<file path="src/core/sld_pkg.sv">
// constants, types and register map of the segment display controller
package sld_pkg;

    localparam int SEG_COUNT = 46;
    localparam int COM_COUNT = 8;
    localparam int MEM_DEPTH = 64;
    localparam int MEM_AW    = 6;
    localparam int ADDR_W    = 12;

    // register byte addresses
    localparam logic [ADDR_W-1:0] OFF_CTRL0       = 12'h000;
    localparam logic [ADDR_W-1:0] OFF_CTRL1       = 12'h004;
    localparam logic [ADDR_W-1:0] OFF_CTRL2       = 12'h008;
    localparam logic [ADDR_W-1:0] OFF_CLOCK_SEL   = 12'h00C;
    localparam logic [ADDR_W-1:0] OFF_PTR1_SECTOR = 12'h010;
    localparam logic [ADDR_W-1:0] OFF_PTR1_LOW    = 12'h014;
    localparam logic [ADDR_W-1:0] OFF_PTR2_SECTOR = 12'h018;
    localparam logic [ADDR_W-1:0] OFF_PTR2_LOW    = 12'h01C;
    localparam logic [ADDR_W-1:0] OFF_IND1_DATA   = 12'h020;
    localparam logic [ADDR_W-1:0] OFF_IND2_DATA   = 12'h024;
    localparam logic [ADDR_W-1:0] OFF_STATUS      = 12'h028;
    localparam logic [ADDR_W-1:0] OFF_DIRECT_BASE = 12'h100;
    localparam logic [3:0]        DIRECT_PAGE     = 4'h1;

    localparam logic [7:0] DISPLAY_SECTOR = 8'h04;

    // first control register fields
    localparam int WAVE_BIT      = 7;
    localparam int BIAS_KIND_BIT = 6;
    localparam int RSEL_LSB      = 1;
    localparam int ENABLE_BIT    = 0;
    // second control register fields
    localparam int QCT_LSB       = 5;
    localparam int TOP_LSB       = 0;
    localparam logic [7:0] CTRL1_MASK = 8'hEF;
    // third control register fields
    localparam int PUMP_LSB      = 5;
    localparam int DUTY_LSB      = 1;
    localparam int BIAS_BIT      = 0;
    localparam logic [7:0] CTRL2_MASK = 8'hE7;

    localparam logic [7:0] CTRL_RESET = 8'h00;

    // resistor network codes
    localparam logic [2:0] RSEL_1170K = 3'h0;
    localparam logic [2:0] RSEL_225K  = 3'h1;
    localparam logic [2:0] RSEL_60K   = 3'h2;
    localparam logic [2:0] RSEL_QC_HI = 3'h3;

    // duty codes and active commons
    localparam logic [1:0] DUTY_QUARTER = 2'h0;
    localparam logic [1:0] DUTY_SIXTH   = 2'h1;
    localparam logic [1:0] DUTY_EIGHTH  = 2'h2;
    localparam logic [2:0] LAST_PHASE_4 = 3'h3;
    localparam logic [2:0] LAST_PHASE_6 = 3'h5;
    localparam logic [2:0] LAST_PHASE_8 = 3'h7;

    // subsystem clock to display clock divider
    localparam int         SUB_DIVIDE    = 8;
    localparam logic [2:0] DIV_LAST      = 3'(SUB_DIVIDE - 1);

    typedef enum logic [1:0] {NET_1170K, NET_225K, NET_60K} sld_network_e;
    typedef enum logic [0:0] {DISP_OFF, DISP_SCAN} sld_state_e;
    typedef enum logic [3:0] {
        TGT_CTRL0, TGT_CTRL1, TGT_CTRL2, TGT_CLOCK_SEL, TGT_PTR1_SECTOR,
        TGT_PTR1_LOW, TGT_PTR2_SECTOR, TGT_PTR2_LOW, TGT_IND1, TGT_IND2,
        TGT_STATUS, TGT_DIRECT, TGT_NONE
    } sld_target_e;

endpackage

</file>
<file path="src/core/sld_control.sv">
// segment display controller top: bus registers, memory access and common scan
//
// Our own choices: the register offsets and the APB interface to the registers.
`timescale 1ns/10ps
module sld_control
    import sld_pkg::*;
(
    input  wire logic                  ref_clk,
    input  wire logic                  reset,
    input  wire logic [ADDR_W-1:0]     paddr,
    input  wire logic                  psel,
    input  wire logic                  penable,
    input  wire logic                  pwrite,
    input  wire logic [31:0]           pwdata,
    input  wire logic [3:0]            pstrb,
    output logic      [31:0]           prdata,
    output logic                       pready,
    output logic                       pslverr,
    input  wire logic                  sleepMode,
    input  wire logic                  internalSlowOscillator,
    input  wire logic                  externalSlowCrystal,
    output logic      [COM_COUNT-1:0]  comDrive,
    output logic      [SEG_COUNT-1:0]  segDrive,
    output logic                       drivePolarity,
    output logic                       waveformTypeB,
    output logic                       biasQuarter,
    output logic      [1:0]            biasNetwork,
    output logic                       quickChargeActive,
    output logic      [3:0]            topBiasLevel,
    output logic      [2:0]            pumpClockDivider
);

    typedef struct packed {
        logic [7:0]           ctrl0;
        logic [7:0]           ctrl1;
        logic [7:0]           ctrl2;
        logic                 useCrystal;
        logic [7:0]           ptr1Sector;
        logic [7:0]           ptr1Low;
        logic [7:0]           ptr2Sector;
        logic [7:0]           ptr2Low;
        logic [31:0]          prdata;
        logic                 pready;
        logic                 pslverr;
        sld_state_e           state;
        logic [2:0]           phase;
        logic [3:0]           chargeCount;
        logic                 quickCharge;
        sld_network_e         network;
        logic [COM_COUNT-1:0] com;
        logic [SEG_COUNT-1:0] seg;
        logic                 polarity;
    } sld_ctrl_s;

    sld_ctrl_s            s;
    sld_ctrl_s            next_s;
    sld_target_e          target;
    logic                 setupPhase;
    logic                 accessWrite;
    logic                 memHit;
    logic                 memWrite;
    logic [MEM_AW-1:0]    memAddr;
    logic [7:0]           memReadData;
    logic [SEG_COUNT-1:0] scanBits;
    logic                 running;
    logic                 subTick;
    logic                 displayTick;
    logic [2:0]           rsel;
    logic [2:0]           lastPhase;
    logic [7:0]           readByte;
    logic [7:0]           wbyte;

    function automatic sld_target_e decodeTarget(input logic [ADDR_W-1:0] a);
        sld_target_e t;
        t = TGT_NONE;
        if (a[ADDR_W-1:8] == DIRECT_PAGE && a[1:0] == 2'h0) begin
            t = TGT_DIRECT;
        end else begin
            unique case (a)
                OFF_CTRL0:       t = TGT_CTRL0;
                OFF_CTRL1:       t = TGT_CTRL1;
                OFF_CTRL2:       t = TGT_CTRL2;
                OFF_CLOCK_SEL:   t = TGT_CLOCK_SEL;
                OFF_PTR1_SECTOR: t = TGT_PTR1_SECTOR;
                OFF_PTR1_LOW:    t = TGT_PTR1_LOW;
                OFF_PTR2_SECTOR: t = TGT_PTR2_SECTOR;
                OFF_PTR2_LOW:    t = TGT_PTR2_LOW;
                OFF_IND1_DATA:   t = TGT_IND1;
                OFF_IND2_DATA:   t = TGT_IND2;
                OFF_STATUS:      t = TGT_STATUS;
                default:         t = TGT_NONE;
            endcase
        end
        return t;
    endfunction

    // sector selected and low address inside display memory
    function automatic logic indirectHit(input logic [7:0] sector, input logic [7:0] low);
        return (sector == DISPLAY_SECTOR) && (low[7:MEM_AW] == '0);
    endfunction

    // network held outside the quick-charge interval
    function automatic sld_network_e holdNetwork(input logic [2:0] code);
        sld_network_e n;
        n = NET_1170K;
        if (code[2]) begin
            n = NET_225K;
        end else begin
            unique case (code[1:0])
                RSEL_1170K[1:0]: n = NET_1170K;
                RSEL_225K[1:0]:  n = NET_225K;
                RSEL_60K[1:0]:   n = NET_60K;
                RSEL_QC_HI[1:0]: n = NET_1170K;
            endcase
        end
        return n;
    endfunction

    function automatic logic quickMode(input logic [2:0] code);
        return code[2] || (code == RSEL_QC_HI);
    endfunction

    sld_tick_gen uTick (
        .ref_clk                (ref_clk),
        .reset                  (reset),
        .run                    (running),
        .useCrystal             (s.useCrystal),
        .internalSlowOscillator (internalSlowOscillator),
        .externalSlowCrystal    (externalSlowCrystal),
        .subTick                (subTick),
        .displayTick            (displayTick)
    );

    sld_display_ram uRam (
        .ref_clk     (ref_clk),
        .reset       (reset),
        .writeEnable (memWrite),
        .address     (memAddr),
        .writeData   (wbyte),
        .readData    (memReadData),
        .scanCommon  (s.phase),
        .scanBits    (scanBits)
    );

    always_comb begin
        next_s = s;
        target = decodeTarget(paddr);
        setupPhase = psel && !penable;
        accessWrite = psel && penable && pwrite && s.pready && pstrb[0];
        wbyte = pwdata[7:0];
        running = s.ctrl0[ENABLE_BIT] && !sleepMode;
        rsel = s.ctrl0[RSEL_LSB +: 3];
        memHit = 1'b0;
        memAddr = paddr[MEM_AW+1:2];
        unique case (target)
            TGT_IND1: begin
                memHit = indirectHit(s.ptr1Sector, s.ptr1Low);
                memAddr = s.ptr1Low[MEM_AW-1:0];
            end
            TGT_IND2: begin
                memHit = indirectHit(s.ptr2Sector, s.ptr2Low);
                memAddr = s.ptr2Low[MEM_AW-1:0];
            end
            TGT_DIRECT: begin
                memHit = 1'b1;
            end
            default: begin
                memHit = 1'b0;
            end
        endcase
        memWrite = accessWrite && memHit;

        unique case (s.ctrl2[DUTY_LSB +: 2])
            DUTY_SIXTH:  lastPhase = LAST_PHASE_6;
            DUTY_EIGHTH: lastPhase = LAST_PHASE_8;
            default:     lastPhase = LAST_PHASE_4;
        endcase

        // register read data, latched in the setup cycle
        unique case (target)
            TGT_CTRL0:       readByte = s.ctrl0;
            TGT_CTRL1:       readByte = s.ctrl1;
            TGT_CTRL2:       readByte = s.ctrl2;
            TGT_CLOCK_SEL:   readByte = {7'h00, s.useCrystal};
            TGT_PTR1_SECTOR: readByte = s.ptr1Sector;
            TGT_PTR1_LOW:    readByte = s.ptr1Low;
            TGT_PTR2_SECTOR: readByte = s.ptr2Sector;
            TGT_PTR2_LOW:    readByte = s.ptr2Low;
            TGT_IND1,
            TGT_IND2,
            TGT_DIRECT:      readByte = memHit ? memReadData : 8'h00;
            TGT_STATUS:      readByte = {s.state == DISP_SCAN, s.quickCharge,
                                         s.network, 1'b0, s.phase};
            default:         readByte = 8'h00;
        endcase
        next_s.pready = setupPhase;
        next_s.pslverr = setupPhase && (target == TGT_NONE);
        if (setupPhase) begin
            next_s.prdata = {24'h000000, readByte};
        end

        // register writes at the access edge
        if (accessWrite) begin
            unique case (target)
                TGT_CTRL0:       next_s.ctrl0 = wbyte;
                TGT_CTRL1:       next_s.ctrl1 = wbyte & CTRL1_MASK;
                TGT_CTRL2:       next_s.ctrl2 = wbyte & CTRL2_MASK;
                TGT_CLOCK_SEL:   next_s.useCrystal = wbyte[0];
                TGT_PTR1_SECTOR: next_s.ptr1Sector = wbyte;
                TGT_PTR1_LOW:    next_s.ptr1Low = wbyte;
                TGT_PTR2_SECTOR: next_s.ptr2Sector = wbyte;
                TGT_PTR2_LOW:    next_s.ptr2Low = wbyte;
                default: begin
                end
            endcase
        end

        // common scan and quick charge
        unique case (s.state)
            DISP_OFF: begin
                next_s.phase = '0;
                next_s.chargeCount = '0;
                next_s.quickCharge = 1'b0;
                next_s.network = holdNetwork(rsel);
                next_s.com = '0;
                next_s.seg = '0;
                next_s.polarity = 1'b0;
                if (running) begin
                    next_s.state = DISP_SCAN;
                    if (quickMode(rsel)) begin
                        next_s.chargeCount = {1'b0, s.ctrl1[QCT_LSB +: 3]} + 4'h1;
                        next_s.quickCharge = 1'b1;
                        next_s.network = NET_60K;
                    end
                end
            end
            DISP_SCAN: begin
                next_s.com = '0;
                next_s.com[s.phase] = 1'b1;
                next_s.seg = scanBits;
                if (!running) begin
                    next_s.state = DISP_OFF;
                    next_s.com = '0;
                    next_s.seg = '0;
                end else if (displayTick) begin
                    if (s.phase >= lastPhase) begin
                        next_s.phase = '0;
                        if (s.ctrl0[WAVE_BIT]) begin
                            next_s.polarity = !s.polarity;
                        end
                    end else begin
                        next_s.phase = s.phase + 3'h1;
                    end
                    if (!s.ctrl0[WAVE_BIT]) begin
                        next_s.polarity = !s.polarity;
                    end
                    if (quickMode(rsel)) begin
                        next_s.chargeCount = {1'b0, s.ctrl1[QCT_LSB +: 3]} + 4'h1;
                        next_s.quickCharge = 1'b1;
                        next_s.network = NET_60K;
                    end else begin
                        next_s.quickCharge = 1'b0;
                        next_s.network = holdNetwork(rsel);
                    end
                end else if (s.quickCharge && subTick) begin
                    next_s.chargeCount = s.chargeCount - 4'h1;
                    if (s.chargeCount == 4'h1) begin
                        next_s.quickCharge = 1'b0;
                        next_s.network = holdNetwork(rsel);
                    end
                end else if (!s.quickCharge) begin
                    next_s.network = holdNetwork(rsel);
                end
            end
        endcase
    end

    always_ff @(posedge ref_clk) begin
        if (reset) begin
            s <= '0;
            s.ctrl0 <= CTRL_RESET;
            s.ctrl1 <= CTRL_RESET;
            s.ctrl2 <= CTRL_RESET;
            s.state <= DISP_OFF;
            s.network <= NET_1170K;
        end else begin
            s <= next_s;
        end
    end

    assign prdata = s.prdata;
    assign pready = s.pready;
    assign pslverr = s.pslverr;
    assign comDrive = s.com;
    assign segDrive = s.seg;
    assign drivePolarity = s.polarity;
    assign waveformTypeB = s.ctrl0[WAVE_BIT];
    assign biasQuarter = s.ctrl2[BIAS_BIT];
    assign biasNetwork = s.network;
    assign quickChargeActive = s.quickCharge;
    assign topBiasLevel = s.ctrl1[TOP_LSB +: 4];
    assign pumpClockDivider = s.ctrl2[PUMP_LSB +: 3];

endmodule

</file>
<file path="src/core/sld_display_ram.sv">
// display memory with one bus port and a whole-common scan port
`timescale 1ns/10ps
module sld_display_ram
    import sld_pkg::*;
(
    input  wire logic                 ref_clk,
    input  wire logic                 reset,
    input  wire logic                 writeEnable,
    input  wire logic [MEM_AW-1:0]    address,
    input  wire logic [7:0]           writeData,
    output logic      [7:0]           readData,
    input  wire logic [2:0]           scanCommon,
    output logic      [SEG_COUNT-1:0] scanBits
);

    typedef struct packed {
        logic [MEM_DEPTH-1:0][7:0] mem;
    } sld_ram_s;

    sld_ram_s s;
    sld_ram_s next_s;

    always_comb begin
        next_s = s;
        if (writeEnable) begin
            next_s.mem[address] = writeData;
        end
    end

    always_ff @(posedge ref_clk) begin
        if (reset) begin
            s <= '0;
        end else begin
            s <= next_s;
        end
    end

    assign readData = s.mem[address];

    // one byte per segment, one bit per common
    genvar g;
    generate
        for (g = 0; g < SEG_COUNT; g++) begin : gScan
            assign scanBits[g] = s.mem[g][scanCommon];
        end
    endgenerate

endmodule

</file>
<file path="src/core/sld_tick_gen.sv">
// subsystem clock selection, edge ticks and divide-by-eight display tick
`timescale 1ns/10ps
module sld_tick_gen
    import sld_pkg::*;
(
    input  wire logic ref_clk,
    input  wire logic reset,
    input  wire logic run,
    input  wire logic useCrystal,
    input  wire logic internalSlowOscillator,
    input  wire logic externalSlowCrystal,
    output logic      subTick,
    output logic      displayTick
);

    typedef struct packed {
        logic       prevLevel;
        logic [2:0] divCount;
        logic       subTick;
        logic       displayTick;
    } sld_tick_s;

    sld_tick_s s;
    sld_tick_s next_s;
    logic      level;
    logic      rise;

    always_comb begin
        next_s = s;
        level = useCrystal ? externalSlowCrystal : internalSlowOscillator;
        rise = level && !s.prevLevel;
        next_s.prevLevel = level;
        next_s.subTick = rise;
        next_s.displayTick = 1'b0;
        if (!run) begin
            next_s.divCount = '0;
        end else if (rise) begin
            next_s.divCount = s.divCount + 3'h1;
            next_s.displayTick = (s.divCount == DIV_LAST);
        end
    end

    always_ff @(posedge ref_clk) begin
        if (reset) begin
            s <= '0;
        end else begin
            s <= next_s;
        end
    end

    assign subTick = s.subTick;
    assign displayTick = s.displayTick;

endmodule

</file>
<file path="config.mk">
export PLATFORM = sky130hd
export DESIGN_NAME = sld_control
export DESIGN_NICKNAME = d
export VERILOG_FILES = /design/src/core/sld_pkg.sv /design/src/core/sld_control.sv /design/src/core/sld_display_ram.sv /design/src/core/sld_tick_gen.sv
export SDC_FILE = /design/constraint.sdc
export NUM_CORES = 2
export LEC_CHECK = 0
export BUFFER_PORTS_ARGS = -buffer_cell sky130_fd_sc_hd__buf_2
export CAP_MARGIN = 20
export CORE_UTILIZATION = 50
export DETAILED_ROUTE_END_ITERATION = 16
export PLACE_DENSITY = 0.67
export SLEW_MARGIN = 40
export SYNTH_ARGS = -nofsm -noshare
export SYNTH_HDL_FRONTEND = slang
export SYNTH_SLANG_ARGS = --single-unit
export TNS_END_PERCENT = 1
</file>
<file path="constraint.sdc">
create_clock -name ref_clk -period 4.2 [get_ports ref_clk]
set_input_delay 0.63 -clock ref_clk [delete_from_list [all_inputs] [get_ports ref_clk]]
set_output_delay 0.63 -clock ref_clk [all_outputs]
set_load 0.05 [all_outputs]
</file>
==> flow_summary.ini <==
[drt]
dr.pass1.iters = 7
drt_wl_total_um = 124000
drt_first_iter_violations = 5080
post_drt_wl_per_cell_um = 25.6
detail-route-antenna-nets = 0
vias = 32000
via_per_inst = 6.60
drc = 0

[cts]
cts_htree_levels = 3
ctsResizeCount = 0
path_clk_slew_ns = 0.06
tritoncts = yes
postCtsSetupRepairBufs = 0
clockBufferDepth = 3
worstSkewPairLatency_ns = 0.64
clock-sinks = 648
ctsHoldBuffers = 0
root_buffer = clkbuf_16
cts_buffers = 72

[floorplan]
start_util_pct = 50.8
fp.dieW_um = 250
rows = 90
coreArea_sq_um = 60600
die_h_um = 250
io_pins = 157
dieArea_sq_um = 62500

[global_routing]
grt_overflow = 0
grtUsageTotal_pct = 38.4
grt_start_max_net_pins = 160
grt_pass1_wl_um = 184000
grt_pass1_vias = 28900
grt_antenna_before_repair = 1

[timing]
whs_ns = 0.320
rsz0062_at_grt = no
clock_skew_ns = 0.0216
min_period_ns = 3.75
min_period_over_period_pct = 89.3
final_max_slew_viol_count = 0
slew_headroom_pct = 34.9
worst_pin_slew_ns = 0.976
finalHoldViolations = 0
timing.fmax_ghz = 0.267
setup_tns_ns = 0
setup_viol = 0
finalWorstSetupSlack_ns = 0.448

[finish]
instances_no_fill = 4852
fin_area_sq_um = 34800
finish.utilization_pct = 57.4
nFillCells = 5702
fin_nets = 4081
drive_above_1_share_pct = 12.4
areaGrowthSynthToFinish_pct = 13.0

[critical_path]
critPathMaxStageDelay_ns = 0.72
crit_fanout = 47
crit_type = in2reg
required_ns = 4.76
path_cells = buf_2 > or4_4 > nor3_4 > o21ai_2 > nand2_4 > buf_12 > mux2i_1 > a211oi_1 > o221ai_1 > a2111oi_0 > o2bb2ai_1
start_kind = input port
worstSetupEndpointType = flip-flop
cpMaxStageDelayCell = a2111oi_0
cp.arrival_ns = 4.31

[logic_synthesis]
yosysUniqueCellTypes = 88
synth_edf_count = 0
yosys.area.top_type = dfxtp_1
postSynthAreaPerCell_sq_um = 7.61
synth.top_cell.area_share_pct = 42.2
ys_seq_area_share_pct = 42.2
synth_cells = 4041
synth.most_common_cell = nand2_1
synth_area_sq_um = 30800
ys_dominant_reg_cell = dfxtp_1
async_flop_share_pct = 0
netlist_top_cells_count = nand2_1 (1160), dfxtp_1 (648), a21oi_1 (545), nand3_1 (323), clkbuf_1 (247)
synthTopCellsByArea = dfxtp_1 (42%), nand2_1 (14%), a21oi_1 (8.9%)
ys_ff_latch = 648
synth_warnings = 0

[power_and_ir_drop]
leakagePower_nw = 11.5
powerDensity_nw_per_um2 = 393
total_power_mw = 13.7
irDropWorstVdd_uv = 339

[placed_design]
finalWeightedCongestion = 0.972
placed_area_sq_um = 32300
numPlacedInstances = 4723
hpwlAfterDp_um = 77900
post-place-ws_ns = 0.0209
io_buffers = 105

[run]
drv_cap = 0

[worst_hold_path]
min_path_type = in2reg

[status]
status = complete, no violations
==> report_power, final <==
part / internal [mW] / switching [mW]
clock network: 3.89 / 2.67
logic: 0.229 / 0.737
registers: 6.15 / 0.00428
total: 10.3 / 3.41
==> area by class of cell <==
cell class | count | area, sq um | area share [%]
multi-input cells | 2987 | 16000 | 45.9
flip-flops and latches | 648 | 13000 | 37.3
repair buffers | 295 | 2370 | 6.82
clock buffers | 108 | 2210 | 6.37
well taps | 782 | 978 | 2.81
clock inverters | 19 | 214 | 0.615
inverters | 12 | 45.0 | 0.130
diodes | 1 | 2.50 | 0.00720
==> metal layers <==
metal | track usage [%] | part of all wire [%] | up-vias
met4 | 20.7 | 5.9 | 2
met1 | 51.7 | 39 | 15200
met2 | 57.0 | 43 | 2246
met3 | 8.76 | 13 | 509
met5 | 0 | 0.012 | -
li1 | - | - | 14100
==> kinds of logic after synthesis <==
group	after synthesis	synth area share (%)
compound gates	1071	22.0
xor+xnor	4	0.114
fa+ha+maj	9	0.366
buf+inv	429	6.69
flops	648	42.2
mux	122	4.15
other cells	1	0.0122
simple gates	1757	24.6
==> cells in the final DEF (no fill, tap or decap), types with 11 or more instances in the layout <==
master,netlist,layout
a211oi_1,12,12
a21oi_1,545,544
a221oi_1,57,57
a22o_1,50,50
a22oi_1,105,105
a311oi_1,11,11
a31oi_1,67,67
a32oi_1,14,14
and3_1,33,32
buf_12,0,28
buf_2,53,97
buf_4,100,162
clkbuf_1,247,15
clkbuf_16,0,78
clkbuf_8,0,15
clkinv_2,0,11
conb_1,1,24
dfxtp_1,648,648
mux2_2,14,14
mux2i_1,105,105
nand2_1,1160,1157
nand3_1,323,323
nand4_1,11,11
nor2_1,104,99
nor2_2,27,25
nor2_4,9,16
nor3_1,22,20
o211ai_1,19,19
o21ai_0,45,44
o221ai_1,11,11
o22ai_1,43,43
or3_1,11,11
==> critical path: cells and delay by family <==
family / cells / cell delay (ns)
AO/OA/AOI/OAI: 5 / 1.87
buffers and inverters: 2 / 0.43
multiplexers: 1 / 0.21
AND/OR/NAND/NOR: 3 / 1.14
==> state kept, by name, indices dropped and copies added, names as in the netlist, 2 cells and up <==
name              flops
pumpClockDivider      3
biasNetwork           2
topBiasLevel          4
s                    50
comDrive              8
segDrive             46
uRam.s              512
rsel                  3
prdata                8
uTick.s               4
==> worst paths after layout <==
check             slack (ns)  depth (start not counted)                       end                    from
hold reg to reg         0.42                          1  uTick.subTick$_SDFF_PP0_   uTick.s[5]$_SDFF_PP0_
setup reg to reg        0.57                         10    prdata[2]$_SDFFE_PP0P_     s[116]$_SDFFE_PP0P_
setup / recovery        0.45                         11    prdata[3]$_SDFFE_PP0P_                paddr[9]
hold / removal          0.32                          3     uTick.s[5]$_SDFF_PP0_  internalSlowOscillator
No activity file was read; power rests on OpenSTA's default activity.
